==> config.mk <==
export PLATFORM = sky130hd
export DESIGN_NAME = light_conv_ctrl
export DESIGN_NICKNAME = d
export VERILOG_FILES = /design/src/inc/light_pkg.sv /design/src/logic/conv_timer.sv /design/src/logic/light_conv_ctrl.sv
export VERILOG_INCLUDE_DIRS = /design/src /design/src/inc
export SDC_FILE = /design/constraint.sdc
export NUM_CORES = 1
export LEC_CHECK = 0
export BUFFER_PORTS_ARGS = -buffer_cell sky130_fd_sc_hd__buf_2
export CAP_MARGIN = 5
export CORE_AREA = 2 2 119 121
export DETAILED_ROUTE_END_ITERATION = 10
export DIE_AREA = 0 0 121 123
export PLACE_DENSITY_LB_ADDON = 0.1
export SKIP_CTS_REPAIR_TIMING = 1
export SLEW_MARGIN = 20
export SYNTH_ARGS = -nofsm -noshare
export SYNTH_HDL_FRONTEND = slang
export SYNTH_SLANG_ARGS = --single-unit
==> constraint.sdc <==
create_clock -name ref_clk -period 4.26 [get_ports ref_clk]
set_input_delay 0.213 -clock ref_clk [delete_from_list [all_inputs] [get_ports ref_clk]]
set_output_delay 0.213 -clock ref_clk [all_outputs]
set_load 0.02 [all_outputs]
==> src/inc/light_defines.svh <==
`ifndef LIGHT_DEFINES_SVH
`define LIGHT_DEFINES_SVH

// configuration word after reset: auto range, long time, shutdown, latch
`define CFG_RESET     16'hC810
`define MODE_SHUT     2'h0
`define MODE_SINGLE   2'h1
`define RANGE_AUTO    4'hC
`define RANGE_MAX     4'hB
`define RANGE_LOW     4'h0
`define RANGE_DROP1   4'h5
`define DROP_NONE     2'h0
`define DROP_ONE      2'h1
`define DROP_TWO      2'h2
`define DROP_THREE    2'h3
`define CT_SHORT      1'b0
`define CT_SHORT_MS   100
`define CT_LONG_MS    800
`define CLK_HZ        100000000
`define MS_PER_S      1000
`define MANT_ALL      12'hFFF
`define CNT_ONE       4'h1
`define CNT_ZERO      4'h0

`endif

==> src/inc/light_pkg.sv <==
package light_pkg;

  // configuration register layout, bit 15 first
  typedef struct packed {
    logic [3:0] range_select;
    logic       conversion_time_sel;
    logic [1:0] mode;
    logic       overrange_ind;
    logic       conversion_done_ind;
    logic       over_threshold_ind;
    logic       under_threshold_ind;
    logic       latch;
    logic       polarity;
    logic       mask_exp;
    logic [1:0] fault_count_sel;
  } cfg_t;

  // result and limit word: exponent over mantissa
  typedef struct packed {
    logic [3:0]  exponent;
    logic [11:0] mantissa;
  } light_word_t;

  typedef enum logic [1:0] {
    ST_IDLE = 2'b01,
    ST_CONV = 2'b10
  } conv_state_t;

endpackage

==> src/logic/conv_timer.sv <==
`timescale 1ns/10ps
`default_nettype none
module conv_timer
  import light_pkg::*;
#(
  parameter int W = 30
)
(
  // clock and reset
  input  wire logic         ref_clk,
  input  wire logic         rst_n,
  // control
  input  wire logic         start,
  input  wire logic         stop,
  input  wire logic [W-1:0] length,
  // status
  output logic              running,
  output logic              done
);

  logic [W-1:0] cnt_r;
  logic         run_r;
  wire  [W-1:0] last_cnt = length - W'(1);

  assign done    = run_r && (cnt_r == last_cnt);
  assign running = run_r;

  // start wins so a back-to-back restart needs no idle cycle
  always_ff @(posedge ref_clk or negedge rst_n)
  begin
    if (!rst_n)
    begin
      cnt_r <= '0;
      run_r <= 1'b0;
    end
    else if (start)
    begin
      cnt_r <= '0;
      run_r <= 1'b1;
    end
    else if (stop || done)
    begin
      cnt_r <= '0;
      run_r <= 1'b0;
    end
    else if (run_r)
      cnt_r <= cnt_r + W'(1);
  end

endmodule
`default_nettype wire

==> src/logic/light_conv_ctrl.sv <==
`timescale 1ns/10ps
`default_nettype none
`include "light_defines.svh"
module light_conv_ctrl
  import light_pkg::*;
#(
  parameter int unsigned SHORT_CYC =
    `CT_SHORT_MS * (`CLK_HZ / `MS_PER_S),
  parameter int unsigned LONG_CYC =
    `CT_LONG_MS * (`CLK_HZ / `MS_PER_S),
  parameter int TW = 30
)
(
  // clock and reset
  input  wire logic        ref_clk,
  input  wire logic        rst_n,
  // configuration register access
  input  wire logic        cfg_wr,
  input  wire logic [15:0] cfg_wdata,
  input  wire logic        cfg_rd,
  output logic      [15:0] cfg_rdata,
  // threshold limits
  input  wire logic [15:0] high_limit,
  input  wire logic [15:0] low_limit,
  // integrating front end
  input  wire logic        fe_overload,
  input  wire logic [11:0] fe_mant,
  // results and status
  output logic      [15:0] result_word,
  output logic      [3:0]  range_active,
  output logic             converting,
  output logic             alert
);

  cfg_t        cfg_r, cfg_nxt, wcfg;
  conv_state_t state_r, state_nxt;
  light_word_t res_r, res_nxt;
  logic [3:0]  act_range_r, act_range_nxt;
  logic        ovl_r, ovl_nxt;
  logic [3:0]  hi_cnt_r, lo_cnt_r, hi_cnt_nxt, lo_cnt_nxt;
  logic        t_done, t_run;

  function automatic logic [26:0] to_linear(input light_word_t w);
    to_linear = 27'(w.mantissa) << w.exponent;
  endfunction

  // short time loses low bits in the sensitive ranges
  function automatic logic [1:0] drop_bits(input logic [3:0] rng,
                                           input logic       ct);
    if (ct != `CT_SHORT || rng > `RANGE_DROP1)
      drop_bits = `DROP_NONE;
    else if (rng == `RANGE_DROP1)
      drop_bits = `DROP_ONE;
    else if (rng == `RANGE_LOW)
      drop_bits = `DROP_THREE;
    else
      drop_bits = `DROP_TWO;
  endfunction

  // range a new conversion begins in; reserved codes use the top one
  function automatic logic [3:0] first_range(input logic [3:0] rng);
    if (rng == `RANGE_AUTO)
      first_range = `RANGE_LOW;
    else if (rng > `RANGE_MAX)
      first_range = `RANGE_MAX;
    else
      first_range = rng;
  endfunction

  // decode
  assign wcfg = cfg_t'(cfg_wdata);
  wire wr_runs   = (wcfg.mode != `MODE_SHUT);
  wire cur_runs  = (cfg_r.mode != `MODE_SHUT);
  wire is_single = (cfg_r.mode == `MODE_SINGLE);
  wire auto_rng  = (cfg_r.range_select == `RANGE_AUTO);
  wire [3:0] new_rng = first_range(cfg_wr ? wcfg.range_select
                                          : cfg_r.range_select);
  wire in_conv   = (state_r == ST_CONV);
  wire step_up   = in_conv && !cfg_wr && auto_rng && fe_overload
                && (act_range_r < `RANGE_MAX);
  // an overload on the last cycle still steps up, so auto range
  // never flags overrange below the top range
  wire done_evt  = in_conv && t_done && !cfg_wr && !step_up;
  wire start_new = (cfg_wr && wr_runs)
                || (done_evt && cur_runs && !is_single);
  wire t_start   = start_new || step_up;
  wire t_stop    = cfg_wr || done_evt;
  wire [TW-1:0] t_len = cfg_r.conversion_time_sel
                      ? TW'(LONG_CYC) : TW'(SHORT_CYC);
  wire [1:0]  drop = drop_bits(act_range_r, cfg_r.conversion_time_sel);
  wire [11:0] keep = `MANT_ALL << drop;
  wire [11:0] mant_q = fe_mant & keep;
  wire light_word_t meas = '{exponent: act_range_r, mantissa: mant_q};
  wire [26:0] meas_lin = to_linear(meas);
  wire above = meas_lin > to_linear(light_word_t'(high_limit));
  wire below = meas_lin < to_linear(light_word_t'(low_limit));
  wire [3:0] need = `CNT_ONE << cfg_r.fault_count_sel;
  // manual: any overload; auto: only overload at the top range
  wire ovf_now = ovl_r || fe_overload;

  conv_timer #(
    .W (TW)
  ) u_timer (
    .ref_clk (ref_clk),
    .rst_n   (rst_n),
    .start   (t_start),
    .stop    (t_stop),
    .length  (t_len),
    .running (t_run),
    .done    (t_done)
  );

  always_comb
  begin
    cfg_nxt       = cfg_r;
    state_nxt     = state_r;
    res_nxt       = res_r;
    act_range_nxt = act_range_r;
    ovl_nxt       = ovl_r;
    hi_cnt_nxt    = hi_cnt_r;
    lo_cnt_nxt    = lo_cnt_r;
    if (cfg_wr)
    begin
      // status bits keep their state; conversion_done_ind clears on a read or a run write
      cfg_nxt.range_select        = wcfg.range_select;
      cfg_nxt.conversion_time_sel = wcfg.conversion_time_sel;
      cfg_nxt.mode                = wcfg.mode;
      cfg_nxt.latch               = wcfg.latch;
      cfg_nxt.polarity            = wcfg.polarity;
      cfg_nxt.mask_exp            = wcfg.mask_exp;
      cfg_nxt.fault_count_sel     = wcfg.fault_count_sel;
      state_nxt = wr_runs ? ST_CONV : ST_IDLE;
    end
    if (cfg_rd || (cfg_wr && wr_runs))
      cfg_nxt.conversion_done_ind = 1'b0;
    if (done_evt)
    begin
      cfg_nxt.conversion_done_ind = 1'b1;
      cfg_nxt.overrange_ind       = ovf_now;
      res_nxt = meas;
      hi_cnt_nxt = !above ? `CNT_ZERO
                 : (hi_cnt_r < need) ? hi_cnt_r + `CNT_ONE : hi_cnt_r;
      lo_cnt_nxt = !below ? `CNT_ZERO
                 : (lo_cnt_r < need) ? lo_cnt_r + `CNT_ONE : lo_cnt_r;
      cfg_nxt.over_threshold_ind  = (hi_cnt_nxt >= need);
      cfg_nxt.under_threshold_ind = (lo_cnt_nxt >= need);
      if (is_single)
      begin
        cfg_nxt.mode = `MODE_SHUT;
        state_nxt    = ST_IDLE;
      end
    end
    if (start_new)
    begin
      act_range_nxt = new_rng;
      ovl_nxt = 1'b0;
    end
    else if (step_up)
    begin
      act_range_nxt = act_range_r + `CNT_ONE;
      ovl_nxt       = 1'b0;
    end
    else if (in_conv && fe_overload)
      ovl_nxt = 1'b1;
  end

  always_ff @(posedge ref_clk or negedge rst_n)
  begin
    if (!rst_n)
    begin
      cfg_r       <= cfg_t'(`CFG_RESET);
      state_r     <= ST_IDLE;
      res_r       <= '0;
      act_range_r <= `RANGE_LOW;
      ovl_r       <= 1'b0;
      hi_cnt_r    <= `CNT_ZERO;
      lo_cnt_r    <= `CNT_ZERO;
    end
    else
    begin
      cfg_r       <= cfg_nxt;
      state_r     <= state_nxt;
      res_r       <= res_nxt;
      act_range_r <= act_range_nxt;
      ovl_r       <= ovl_nxt;
      hi_cnt_r    <= hi_cnt_nxt;
      lo_cnt_r    <= lo_cnt_nxt;
    end
  end

  assign cfg_rdata    = cfg_r;
  assign result_word  = res_r;
  assign range_active = act_range_r;
  assign converting   = in_conv;
  // alert follows the retained flags only
  assign alert = cfg_r.over_threshold_ind || cfg_r.under_threshold_ind;

  // cycles since the timer last started, counted apart from the timer
  logic [TW-1:0] age_r;

  always_ff @(posedge ref_clk or negedge rst_n)
  begin
    if (!rst_n)
      age_r <= '0;
    else if (t_start)
      age_r <= TW'(1);
    else if (t_run)
      age_r <= age_r + TW'(1);
  end
endmodule
`default_nettype wire

Word level (Yosys, flattened, before mapping)
Cells that the tools add are included.

Logic and storage cells: 106. Bits of input ports: 65. Bits in registers: 78. Output and inout bits: 38.

Bitwise logic cells: 1. Shift operators: 5. Equality and inequality tests: 6. Mux-type cells: 29. Add/subtract/negate cells: 5. Magnitude comparators: 9. Reductions and logical operators: 31.

Operator list (number): two-way mux 30 bit (3); left shift 12 x 4 -> 27 bit (3); two-way mux 4 bit (9); adder 30 x 1 -> 30 bit (second input constant) (1); equality test 30 bit (1); subtractor 27 x 1 -> 28 bit (second input constant) (1); greater-than comparator 27 bit (1); less-than comparator 27 bit (1); two-way mux 27 bit (1); two-way mux 2 bit (8); adder 4 x 1 -> 4 bit (second input constant) (3); bitwise AND 12 bit (1); logical AND 1 bit (12); left shift 12 x 2 -> 12 bit (first input constant) (1); nonzero test 2 bit (5); equality test 4 bit (second input constant) (2); >= comparator 4 bit (2); logical OR 1 bit (8); less-than comparator 4 bit (2); two-way mux 1 bit (7); two-way mux 6 bit (1); nonzero test 3 bit (2); equality test 4 x 3 -> 1 bit (second input constant) (1); greater-than comparator 4 x 3 -> 1 bit (second input constant) (1); other kinds (7) (9).

Longest topological paths before layout
Gate-level depths: netlist of run 1.

Depth after elaboration: 12. Gate-level depth with buffers: 24. Gate-level depth less buffers: 23.

By module
From an unflattened synthesis of run 1, not the netlist that was laid out.

Cell total of the unflattened synthesis: 1011. Area total of the unflattened synthesis: 8201.6 sq um.

Modules (own cells, without submodules): light_conv_ctrl (area an instance 5549.1 sq um, sequential area each 1182.4 sq um, cells an instance 692, instances 1); conv_timer (area an instance 2652.5 sq um, sequential area each 775.7 sq um, cells an instance 319, instances 1).

Worst setup path before layout of run 1
No wires, ideal clock.

Path type: register to register. Start: register act_range_r[1], in the netlist range_active[1]. End: register cfg_r, in the netlist cfg_rdata[5]. Cell stages (with the launch flop): 25. Data arrival time: 4526 ps. Slack: -401 ps. Data required time: 4124 ps. Path buffers: 1. Period minus slack after synthesis: 4661 ps. Setup time: 136 ps. Cells stage by stage: dfrtp_1 > inv_1 > buf_1 > ha_1 > nand2b_1 > o21ai_0 > nor2_1 > a31oi_1 > a21oi_1 > mux2_2 > and2_1 > ha_1 > a21o_1 > a21o_1 > a21oi_1 > o31ai_1 > a31o_2 > a21o_1 > nand2b_1 > ha_1 > nand2b_1 > a21o_1 > a21o_1 > a21oi_1 > o21ai_0.

Cells in the longest elaborated chain, start to end: 10. Elaborated cells on any way between the ends: 17. Those cells by class: order compare (4); eq/ne (1); shift (2); mux (4); bitwise (1); reduce/logical (5).

Ends and longest elaborated chain: start, declared (RTL line light_conv_ctrl.sv:38) `logic [3:0] act_range_r, act_range_nxt;`; start signal, assigned (RTL line light_conv_ctrl.sv:174) `` act_range_r <= `RANGE_LOW; ``; start signal, assigned (RTL line light_conv_ctrl.sv:184) `act_range_r <= act_range_nxt;`; branches (longest 10 deep; another with less-than comparator 27 bit); end signal, assigned (RTL line light_conv_ctrl.sv:171) `` cfg_r <= cfg_t'(`CFG_RESET); ``; end signal, assigned (RTL line light_conv_ctrl.sv:181) `cfg_r <= cfg_nxt;`; end, declared (RTL line light_conv_ctrl.sv:35) `cfg_t cfg_r, cfg_nxt, wcfg;`.

Several ways; the timed one is not identified. A chain may end at the register's enable or synchronous reset.

Worst setup path after layout of run 1
Start: register act_range_r[1], in the netlist range_active[1]. End: register cfg_r, in the netlist cfg_rdata[6].

Cells in the longest elaborated chain, start to end: 10. Elaborated cells on any way between the ends: 17. Those cells by class: order compare (4); eq/ne (1); shift (2); mux (4); bitwise (1); reduce/logical (5).

Ends and longest elaborated chain: branches (longest 10 deep; another with greater-than comparator 27 bit).

Several ways; the timed one is not identified.

==> metrics.cfg, run 1 <==
[hold_path]
hold_class=in2reg

[route]
wl_per_cell_um=16.6
via_per_inst=5.72
vias=6552
initialDrtViolationCount=334
drt_first_pass_iters=5
wirelength_um=19000
drc_errors=0
drtAntennaViolNets=0

[grt]
use_met2=0.417
grt_overflow=0
grt_pass1_wl_um=30000
grt_start_max_net_pins=79
grt_use_met3=0.0263
grt_util_met1=0.340
antenna_found_initial=0
grt-busiest-layer=met2
grtUsageTotal=0.252
grt_pass1_vias=6324

[yosys]
synth_top_cell_by_area=dfrtp_1
ys_types=65
syn-cell-area_um2=7040
synthArstFlopShare=1.00
syn_avg_cell_area_um2=8.34
ys_ff_latch=78
synthTopCellsByArea=dfrtp_1, ha_1, mux2i_1, nand2_1, nor2_1
synth_top_area_share=0.259
syn_nets=982
ys_seq_area_frac=0.278
synth-edff-count=0
synth_ff_type=dfrtp_1
ys_warn_count=0
syn-instance-count=844

[setup_path]
cp.required_ns=4.48
critPathLaunchType=flop
r2r_setup_slack_ns=0.09
slowest_stage=dfrtp_2
critical_path.max_stage_delay_ns=0.42
cp-end-kind=flop
cp_data_arrival_time_ns=4.39
path_class=reg2reg
cp.buffers_inverters=2
cp_cell_sequence=inv_4, ha_4, nand2b_4, a21o_1, a31oi_2, buf_4, mux2_4, o21a_4, a21oi_4, ha_4, a21oi_2, o21ai_0, a211oi_1, o2bb2ai_1, o22ai_4, nand2b_4, ha_4, nand2b_1, a21o_1, a21o_1, a21oi_2, o21ai_2
crit_family=compound AO/OA/AOI/OAI gates
cp_max_fo=4

[sta]
fin_crit_ns=4.17
clock.fmax_mhz=240
finalCritPeriodShare=0.979
worst_hold_slack_ns=0.0969
drv_slew=0
slew_headroom=0.405
tightest_slew_ns=0.892
setup_viol=0
final_hold_viol_count=0
clock_skew_ns=0.00476

[power_and_ir_drop]
leakage_nw=4.06
internal-power_mw=2.00
ir_worst_vdd_mv=0.255
switching_share=0.356
p_sw_mw=1.11
power_frac_seq=0.256
comb_power_share=0.458
clockPowerShare=0.286
power_density_nw_per_um2=354

[floorplan]
initial_core_util=0.517
die_h_um=123
dieArea_um2=14900
ios=103
die_x_um=121
coreArea_um2=13600
fp-row-count=43

[final_layout]
drive_gt1_frac=0.287
layout_common_cells=nand2_1, buf_2, nor2_1
diodes=0
fin_area_um2=8790
syn2layout_area_growth_pct=24.8
finish.utilization=0.646
fin_nets=1099
final_common_cell=nand2_1

[clock_tree]
root_buffer=clkbuf_16
cts_sinks=78
clk_pin_slew_ns=0.06
cts_buffers=9
clkLatencyLatePin_ns=0.34
cts_tree=yes
cts-htree-levels=3
clockBufferDepth=2

[run]
maxCapViolCount=0

[place]
post_dp_cell_area_um2=7930
place.gp.congestion=0.994
post-dp-hpwl_um=14600
io_buffer_count=98

[status]
outcome=finished, final reports clean

## final timing paths
| kind | depth (start not counted) | end | startpoint |
|---|---|---|---|
| setup / recovery | 22 | cfg_rdata[6] | range_active[1] |
| hold / removal | 3 | result_word[10] | fe_mant[10] |
| setup reg to reg | 22 | cfg_rdata[6] | range_active[1] |
| hold reg to reg | 2 | result_word[5] | result_word[5] |
| max in group asynchronous | 3 | cfg_rdata[14] | rst_n |
| min in group asynchronous | 2 | u_timer.cnt_r[27] | rst_n |
## cells by family after synthesis
logic type / after synthesis / share of synthesized area
and+or+nand+nor: 341 / 0.236
AOI/OAI and AO/OA: 177 / 0.155
muxes: 81 / 0.123
DFF: 78 / 0.278
adders and majority gates: 73 / 0.130
buffers and inverters: 58 / 0.0327
xor gates and xnor gates: 36 / 0.0448
## cell usage after synthesis (3+ instances only)
cell type and number:
a211oi_1 12, a21o_1 17, a21oi_1 57, a22oi_1 5
a31oi_1 3, and2_1 8, and3_1 5, and4_1 4
buf_1 5, buf_2 7, clkbuf_1 25, dfrtp_1 73
dfstp_2 5, ha_1 73, inv_1 19, mux2_2 26
mux2i_1 53, nand2_1 108, nand2b_1 20, nand3_1 29
nand3_2 3, nand4_1 12, nor2_1 95, nor2b_1 14
nor3_1 7, nor3b_1 4, nor4_1 3, o21a_1 6
o21ai_0 50, o22ai_1 5, o31ai_1 3, or2_2 11
or3_1 5, xnor2_1 15, xor2_1 21
## routing by layer
layer,vias up,part of all wire,wire length [um]
li1,3242,-,-
met1,3138,0.46,8780
met2,144,0.48,9200
met3,28,0.032,608
met4,0,0.023,444
met5,-,0,0
## through the flow
stage | setup slack (ns) | instances | power (mW) | TNS (ns)
floorplan | 0.00308 | 844 | 1.57 | 0
global placement | -0.0135 | 1124 | 1.93 | -0.0135
detailed placement | -0.0919 | 1124 | 1.97 | -0.171
CTS | -0.109 | 1140 | 2.87 | -0.214
global route | -0.0566 | 1146 | 3.30 | -0.0618
finish | 0.0877 | 1146 | 3.11 | 0
## area by class of cell
class	instances	area, um2
clock buffer	11	233
clock inverter	5	108
fill	1121	4820
inverter	20	77.6
multi-input combinational	708	5300
sequential	78	1960
tap	180	225
timing repair buffer	144	885
## sequential cells by signal (all words and copies together), names as in the netlist
name and flops:
u_timer.cnt_r 30, lo_cnt_r 4, cfg_rdata 16, state_r 2, result_word 16, hi_cnt_r 4
u_timer.running 1, range_active 4, ovl_r 1
## power by group through the flow
| stage | sequential [mW] | clock, mW | combinational, mW |
|---|---|---|---|
| after floorplan | 0.825 | 0 | 0.745 |
| after global placement | 0.804 | 0 | 1.12 |
| after detailed placement | 0.806 | 0 | 1.16 |
| after CTS | 0.793 | 0.907 | 1.17 |
| after global routing | 0.798 | 0.931 | 1.57 |
| final | 0.796 | 0.889 | 1.42 |
## worst reg2reg max path, delay by kind of cell, from the launching register on
family          cells  cell delay (ns)
buf+inv             2             0.25
flops               1             0.42
mux                 1             0.28
simple gates        3             0.43
fa+ha+maj           3             0.59
compound gates     13             2.07
(Power assumes the default switching activity.)
==> run 2, diff against run 1 <==
--- a/config.mk
+++ b/config.mk
@@ -12,6 +12,7 @@
 export DETAILED_ROUTE_END_ITERATION = 10
 export DIE_AREA = 0 0 121 123
 export PLACE_DENSITY_LB_ADDON = 0.1
+export SETUP_SLACK_MARGIN = 0.15
 export SKIP_CTS_REPAIR_TIMING = 1
 export SLEW_MARGIN = 20
 export SYNTH_ARGS = -nofsm -noshare
==> metrics.cfg, run 2 (same netlist as run 1, synthesis figures left out) <==
[status]
outcome=finished, final reports clean

[final_layout]
num-fill-cells=1175  ; +4.8%
syn2layout_area_growth_pct=22.0
layout_common_cells=nand2_1, buf_2, nor2_1
fin_area_um2=8590  ; -2.2%
drive_gt1_frac=0.274  ; -0.0129
largest_reg_flops=30  ; unchanged
largest_register=u_timer.cnt_r
final_common_cell=nand2_1
diodes=0  ; unchanged
fin_nets=1086  ; -1.2%

[floorplan]
ios=103  ; unchanged
die_h_um=123  ; unchanged
fp-row-count=43  ; unchanged
coreArea_um2=13600  ; unchanged
initial_core_util=0.517  ; unchanged
die_x_um=121  ; unchanged
dieArea_um2=14900  ; unchanged

[hold_path]
hold_class=in2reg

[route]
drtAntennaViolNets=0  ; unchanged
vias=6521  ; -0.47%
initialDrtViolationCount=350  ; +4.8%
drt_first_pass_iters=5  ; unchanged
via_per_inst=5.76  ; +0.67%
wirelength_um=18700  ; -1.8%
wl_per_cell_um=16.5  ; -0.68%
drc_errors=0  ; unchanged

[grt]
grt_use_met3=0.0351  ; +0.00876
grt_util_met1=0.325  ; -0.0147
grtUsageTotal=0.248  ; -0.00378
grt_pass1_wl_um=29800  ; -0.87%
antenna_found_initial=0  ; unchanged
grt-busiest-layer=met2
grt_overflow=0  ; unchanged
grt_start_max_net_pins=79  ; unchanged
grt_pass1_vias=6241  ; -1.3%
use_met2=0.435  ; +0.0179

[sta]
finalCritPeriodShare=0.987  ; +0.00745
clock.fmax_mhz=238  ; -0.75%
fin_crit_ns=4.20  ; +0.0317 ns
final_hold_viol_count=0  ; unchanged
slew_headroom=0.478  ; +0.0725
drv_slew=0  ; unchanged
setup_viol=0  ; unchanged
tightest_slew_ns=0.783  ; -0.109 ns
clock_skew_ns=0.00869  ; +0.00393 ns
rsz0062_at_grt=true

[setup_path]
crit_end=cfg_rdata[5]
cp-end-kind=flop
path_class=reg2reg
r2r_setup_slack_ns=0.06  ; -0.03 ns
crit_start=range_active[0]
cp.required_ns=4.45  ; -0.03 ns
cp_max_fo=5  ; +1
r2r-end=cfg_rdata[5]
reg2regPathDepth=21  ; -4.5%
cp_data_arrival_time_ns=4.39  ; about the same
critPathLaunchType=flop
rr_startpoint=range_active[0]

[clock_tree]
cts_sinks=78  ; unchanged
clockBufferDepth=2  ; unchanged
root_buffer=clkbuf_16
cts-htree-levels=3  ; unchanged
cts_tree=yes
clkLatencyLatePin_ns=0.33  ; about the same
clk_pin_slew_ns=0.06  ; about the same
cts_buffers=9  ; unchanged

[power_and_ir_drop]
total_power_mw=2.95  ; -5.3%
ir_worst_vdd_mv=0.271  ; +6.4%
power_density_nw_per_um2=343  ; -3.1%
leakage_nw=3.98  ; -2.0%

[place]
place.gp.congestion=0.924  ; -7.1%
post-dp-hpwl_um=14200  ; -2.6%
post_dp_cell_area_um2=7860  ; -0.88%
io_buffer_count=98  ; unchanged

[run]
maxCapViolCount=0  ; unchanged

[run 2: cell count changes in the layout (fill, tap and decap cells not counted), sizes merged]
cell / delta
buf: -13
bufinv: -2
clkinv: -1
inv: +1
clkinvlp: +2
[run 2: worst min path at each step]
| stage | slack, ns | start | to | cells past startpoint |
|---|---|---|---|---|
| 6_report | 0.12 | cfg_wdata[1] | cfg_rdata[1] | 2 |
| 3_5_place_dp | 0.44 | rst_n | u_timer.cnt_r[3] | 1 |
| 5_1_grt | 0.12 | cfg_wdata[3] | cfg_rdata[3] | 2 |
| 2_1_floorplan | -0.08 | rst_n | cfg_rdata[0] | 0 |
| 3_3_place_gp | 0.42 | rst_n | u_timer.cnt_r[4] | 1 |
| 4_1_cts | 0.09 | rst_n | u_timer.cnt_r[17] | 1 |
[run 2: worst max-delay path: stages, from the launching register on]
cell and delay, ns:
dfrtp_2 0.47, ha_4 0.18, nand2b_1 0.14, a21o_1 0.22, a31oi_2 0.24, a21oi_2 0.10, mux2_4 0.28, and2_4 0.18
ha_4 0.21, a21o_1 0.16, a21o_1 0.16, a21oi_2 0.15, o31ai_2 0.09, a31o_4 0.27, a21o_1 0.21, buf_6 0.12
buf_4 0.14, nor2_1 0.11, ha_1 0.24, a21o_1 0.19, a21oi_2 0.13, o21ai_1 0.06
[run 2: power by group]
group	internal, mW	switching, mW	leakage (nW)
Clock	0.471	0.304	0.142
Sequential	0.769	0.0278	1.02
Combinational	0.620	0.754	2.82
Total	1.86	1.09	3.98
[run 2: routing by layer]
| layer | up-vias | share of wire |
|---|---|---|
| li1 | 3218 | - |
| met1 | 3153 | 0.45 |
| met2 | 139 | 0.50 |
| met3 | 11 | 0.039 |
| met4 | 0 | 0.0088 |
| met5 | - | 0 |
[run 2: area by class of cell]
cell class,count,area [um2],area share
Clock buffer,11,243,0.0282
Clock inverter,5,58.8,0.00684
Inverter,20,75.1,0.00874
Multi-Input combinational cell,708,5250,0.611
Sequential cell,78,1960,0.228
Tap cell,180,225,0.0262
Timing Repair Buffer,131,779,0.0907
[run 2: stage by stage]
stage	worst slack (ns)	setup TNS (ns)	utilization	hold slack, ns	instances
floorplan	0.154	0	-	-0.0826	844
global placement	0.0924	0	0.578	0.421	1110
detailed placement	-0.0528	-0.0783	0.578	0.439	1110
CTS	-0.0658	-0.125	0.600	0.0871	1126
global route	-0.117	-0.220	0.631	0.116	1133
finish	0.0560	0	0.631	0.119	1133
==> run 3, diff against run 2 <==
--- a/config.mk
+++ b/config.mk
@@ -8,10 +8,12 @@
 export LEC_CHECK = 0
 export BUFFER_PORTS_ARGS = -buffer_cell sky130_fd_sc_hd__buf_2
 export CAP_MARGIN = 5
-export CORE_AREA = 2 2 119 121
+export CELL_PAD_IN_SITES_DETAIL_PLACEMENT = 0
+export CELL_PAD_IN_SITES_GLOBAL_PLACEMENT = 1
+export CORE_AREA = 2 2 136 138
 export DETAILED_ROUTE_END_ITERATION = 10
-export DIE_AREA = 0 0 121 123
-export PLACE_DENSITY_LB_ADDON = 0.1
+export DIE_AREA = 0 0 138 140
+export PLACE_DENSITY = 0.88
 export SETUP_SLACK_MARGIN = 0.15
 export SKIP_CTS_REPAIR_TIMING = 1
 export SLEW_MARGIN = 20
==> metrics.cfg, run 3 (same netlist as run 1, synthesis figures left out) <==
[route]
drt_first_pass_iters=5  ; unchanged
via_per_inst=5.36  ; -6.9%
wirelength_um=18100  ; -3.4%
wl_per_cell_um=15.2  ; -7.8%
initialDrtViolationCount=401  ; +15%
vias=6357  ; -2.5%
drc_errors=0  ; unchanged
drtAntennaViolNets=0  ; unchanged

[final_layout]
layout_common_cells=nand2_1, buf_2, nor2_1
final_common_cell=nand2_1
num-fill-cells=1723  ; +47%
largest_register=u_timer.cnt_r
largest_reg_flops=30  ; unchanged
syn2layout_area_growth_pct=22.1  ; about the same
drive_gt1_frac=0.268  ; -0.00637
fin_area_um2=8600  ; about the same
final_cells=1187  ; +4.8%
fin_nets=1090  ; +0.37%
final-seq-area_um2=1960  ; unchanged
multi_input_area_um2=5170  ; -1.5%

[sta]
drv_slew=0  ; unchanged
worst_hold_slack_ns=0.111  ; -0.00771 ns
clock_skew_ns=0.00800  ; -0.000689 ns
slew_headroom=0.505  ; +0.0277
tightest_slew_ns=0.741  ; -0.0424 ns
final_hold_viol_count=0  ; unchanged
setup_viol=0  ; unchanged
rsz0062_at_grt=true
finalCritPeriodShare=0.977  ; -0.00939
fin_crit_ns=4.16  ; -0.0400 ns
setup-tns-final_ns=0  ; unchanged
clock.fmax_mhz=240  ; +0.96%

[clock_tree]
cts_tree=yes
clkLatencyLatePin_ns=0.34  ; about the same
cts_sinks=78  ; unchanged
clk_pin_slew_ns=0.06  ; about the same
root_buffer=clkbuf_16
cts_buffers=9  ; unchanged
clockBufferDepth=2  ; unchanged
cts-htree-levels=3  ; unchanged

[floorplan]
initial_core_util=0.396  ; -0.121
fp-row-count=49  ; +14%
die_h_um=140  ; +14%
coreArea_um2=17800  ; +31%
die_x_um=138  ; +14%
ios=103  ; unchanged
dieArea_um2=19300  ; +30%

[power_and_ir_drop]
power_density_nw_per_um2=339  ; -1.0%
power_frac_seq=0.273  ; +0.002
clockPowerShare=0.266  ; +0.003
comb_power_share=0.461  ; -0.005
switching_share=0.361  ; -0.00799
ir_worst_vdd_mv=0.210  ; -22%
internal-power_mw=1.87  ; +0.26%
p_sw_mw=1.05  ; -3.1%
leakage_nw=3.98  ; about the same

[setup_path]
slowest_stage=dfrtp_2
cp_data_arrival_time_ns=4.35  ; -0.04 ns
cp_cell_sequence=inv_2, ha_4, nor3b_2, o21ai_1, nand2b_1, mux2_4, o21a_4, a21oi_2, ha_1, nand4_1, o31ai_2, a211oi_2, o2bb2ai_2, o22ai_2, nand2b_4, ha_4, nand2b_1, a21o_1, a21o_1, a21oi_2, o21ai_1
path_class=reg2reg
cp.required_ns=4.45  ; about the same
critical_path.max_stage_delay_ns=0.47  ; about the same
cp_max_fo=6  ; +1
critPathLaunchType=flop
cp-end-kind=flop

[grt]
grt_pass1_vias=6025  ; -3.5%
grtUsageTotal=0.183  ; -0.0653
antenna_found_initial=3  ; +3
grt_start_max_net_pins=79  ; unchanged
grt_overflow=0  ; unchanged
grt_pass1_wl_um=29400  ; -1.3%

[status]
outcome=finished, final reports clean

[run]
maxCapViolCount=0  ; unchanged

[hold_path]
hold_class=in2reg

[place]
post-dp-hpwl_um=13900  ; -2.0%
place.gp.congestion=0.902  ; -2.4%
dp_cells=1161  ; +4.6%
post_dp_cell_area_um2=7940  ; +0.97%
io_buffer_count=98  ; unchanged

## run 3: cell count changes in the layout (fill, tap and decap cells not counted), sizes merged
cell      previous run  this run
clkbuf              11        13
clkinvlp             2         1
buf                130       134
diode                0         1
inv                 20        19
## run 3: area by class of cell
cell class,count,share of cell area
inverter,20,0.00873
multi-input combinational,708,0.602
tap,229,0.0333
antenna,1,0.000291
clock buffer,13,0.0303
sequential,78,0.228
clock inverter,3,0.00495
timing repair buffer,135,0.0927
## run 3: power by group through the flow
stage	registers [mW]	logic, mW	clock network (mW)
finish	0.795	1.34	0.777
global route	0.798	1.49	0.832
CTS	0.793	1.13	0.794
detailed placement	0.806	1.12	0
global placement	0.806	1.10	0
floorplan	0.826	0.756	0
## run 3: path summary, 6_finish.rpt
| kind | start | endpoint | slack [ns] | cells past startpoint |
|---|---|---|---|---|
| max in group asynchronous | rst_n | range_active[0] | 3.25 | 2 |
| hold reg to reg | result_word[14] | result_word[14] | 0.47 | 2 |
| setup / recovery | range_active[0] | cfg_rdata[6] | 0.1 | 21 |
| min in group asynchronous | rst_n | u_timer.cnt_r[12] | 0.48 | 2 |
| setup reg to reg | range_active[0] | cfg_rdata[6] | 0.1 | 21 |
| hold / removal | cfg_wdata[4] | cfg_rdata[4] | 0.11 | 2 |
## run 3: metrics by stage
| stage | total power, mW | utilization | worst slack [ns] |
|---|---|---|---|
| 6_report | 2.92 | 0.484 | 0.0960 |
| 5_1_grt | 3.12 | 0.484 | -0.103 |
| 4_1_cts | 2.72 | 0.463 | -0.00863 |
| 3_5_place_dp | 1.93 | 0.446 | 0.00928 |
| 3_3_place_gp | 1.91 | 0.446 | 0.0648 |
| 2_1_floorplan | 1.58 | - | 0.154 |
## run 3: critical path, delay by kind of cell, from the launching register on
kind	cells	cell delay [ns]
adder cells (fa/ha/maj)	3	0.65
buffers and inverters	1	0.08
AO/OA/AOI/OAI	11	1.67
AND/OR/NAND/NOR	5	0.85
multiplexers	1	0.31
flip-flops	1	0.47
## run 3: layer usage
layer  vias to the layer above  global-route usage  routed length (um)
li1                       3225                   -                   -
met1                      2978               0.263                8990
met3                        24              0.0359                 793
met4                         2              0.0440                 295
met2                       128               0.283                7970
met5                         -                   0                  11
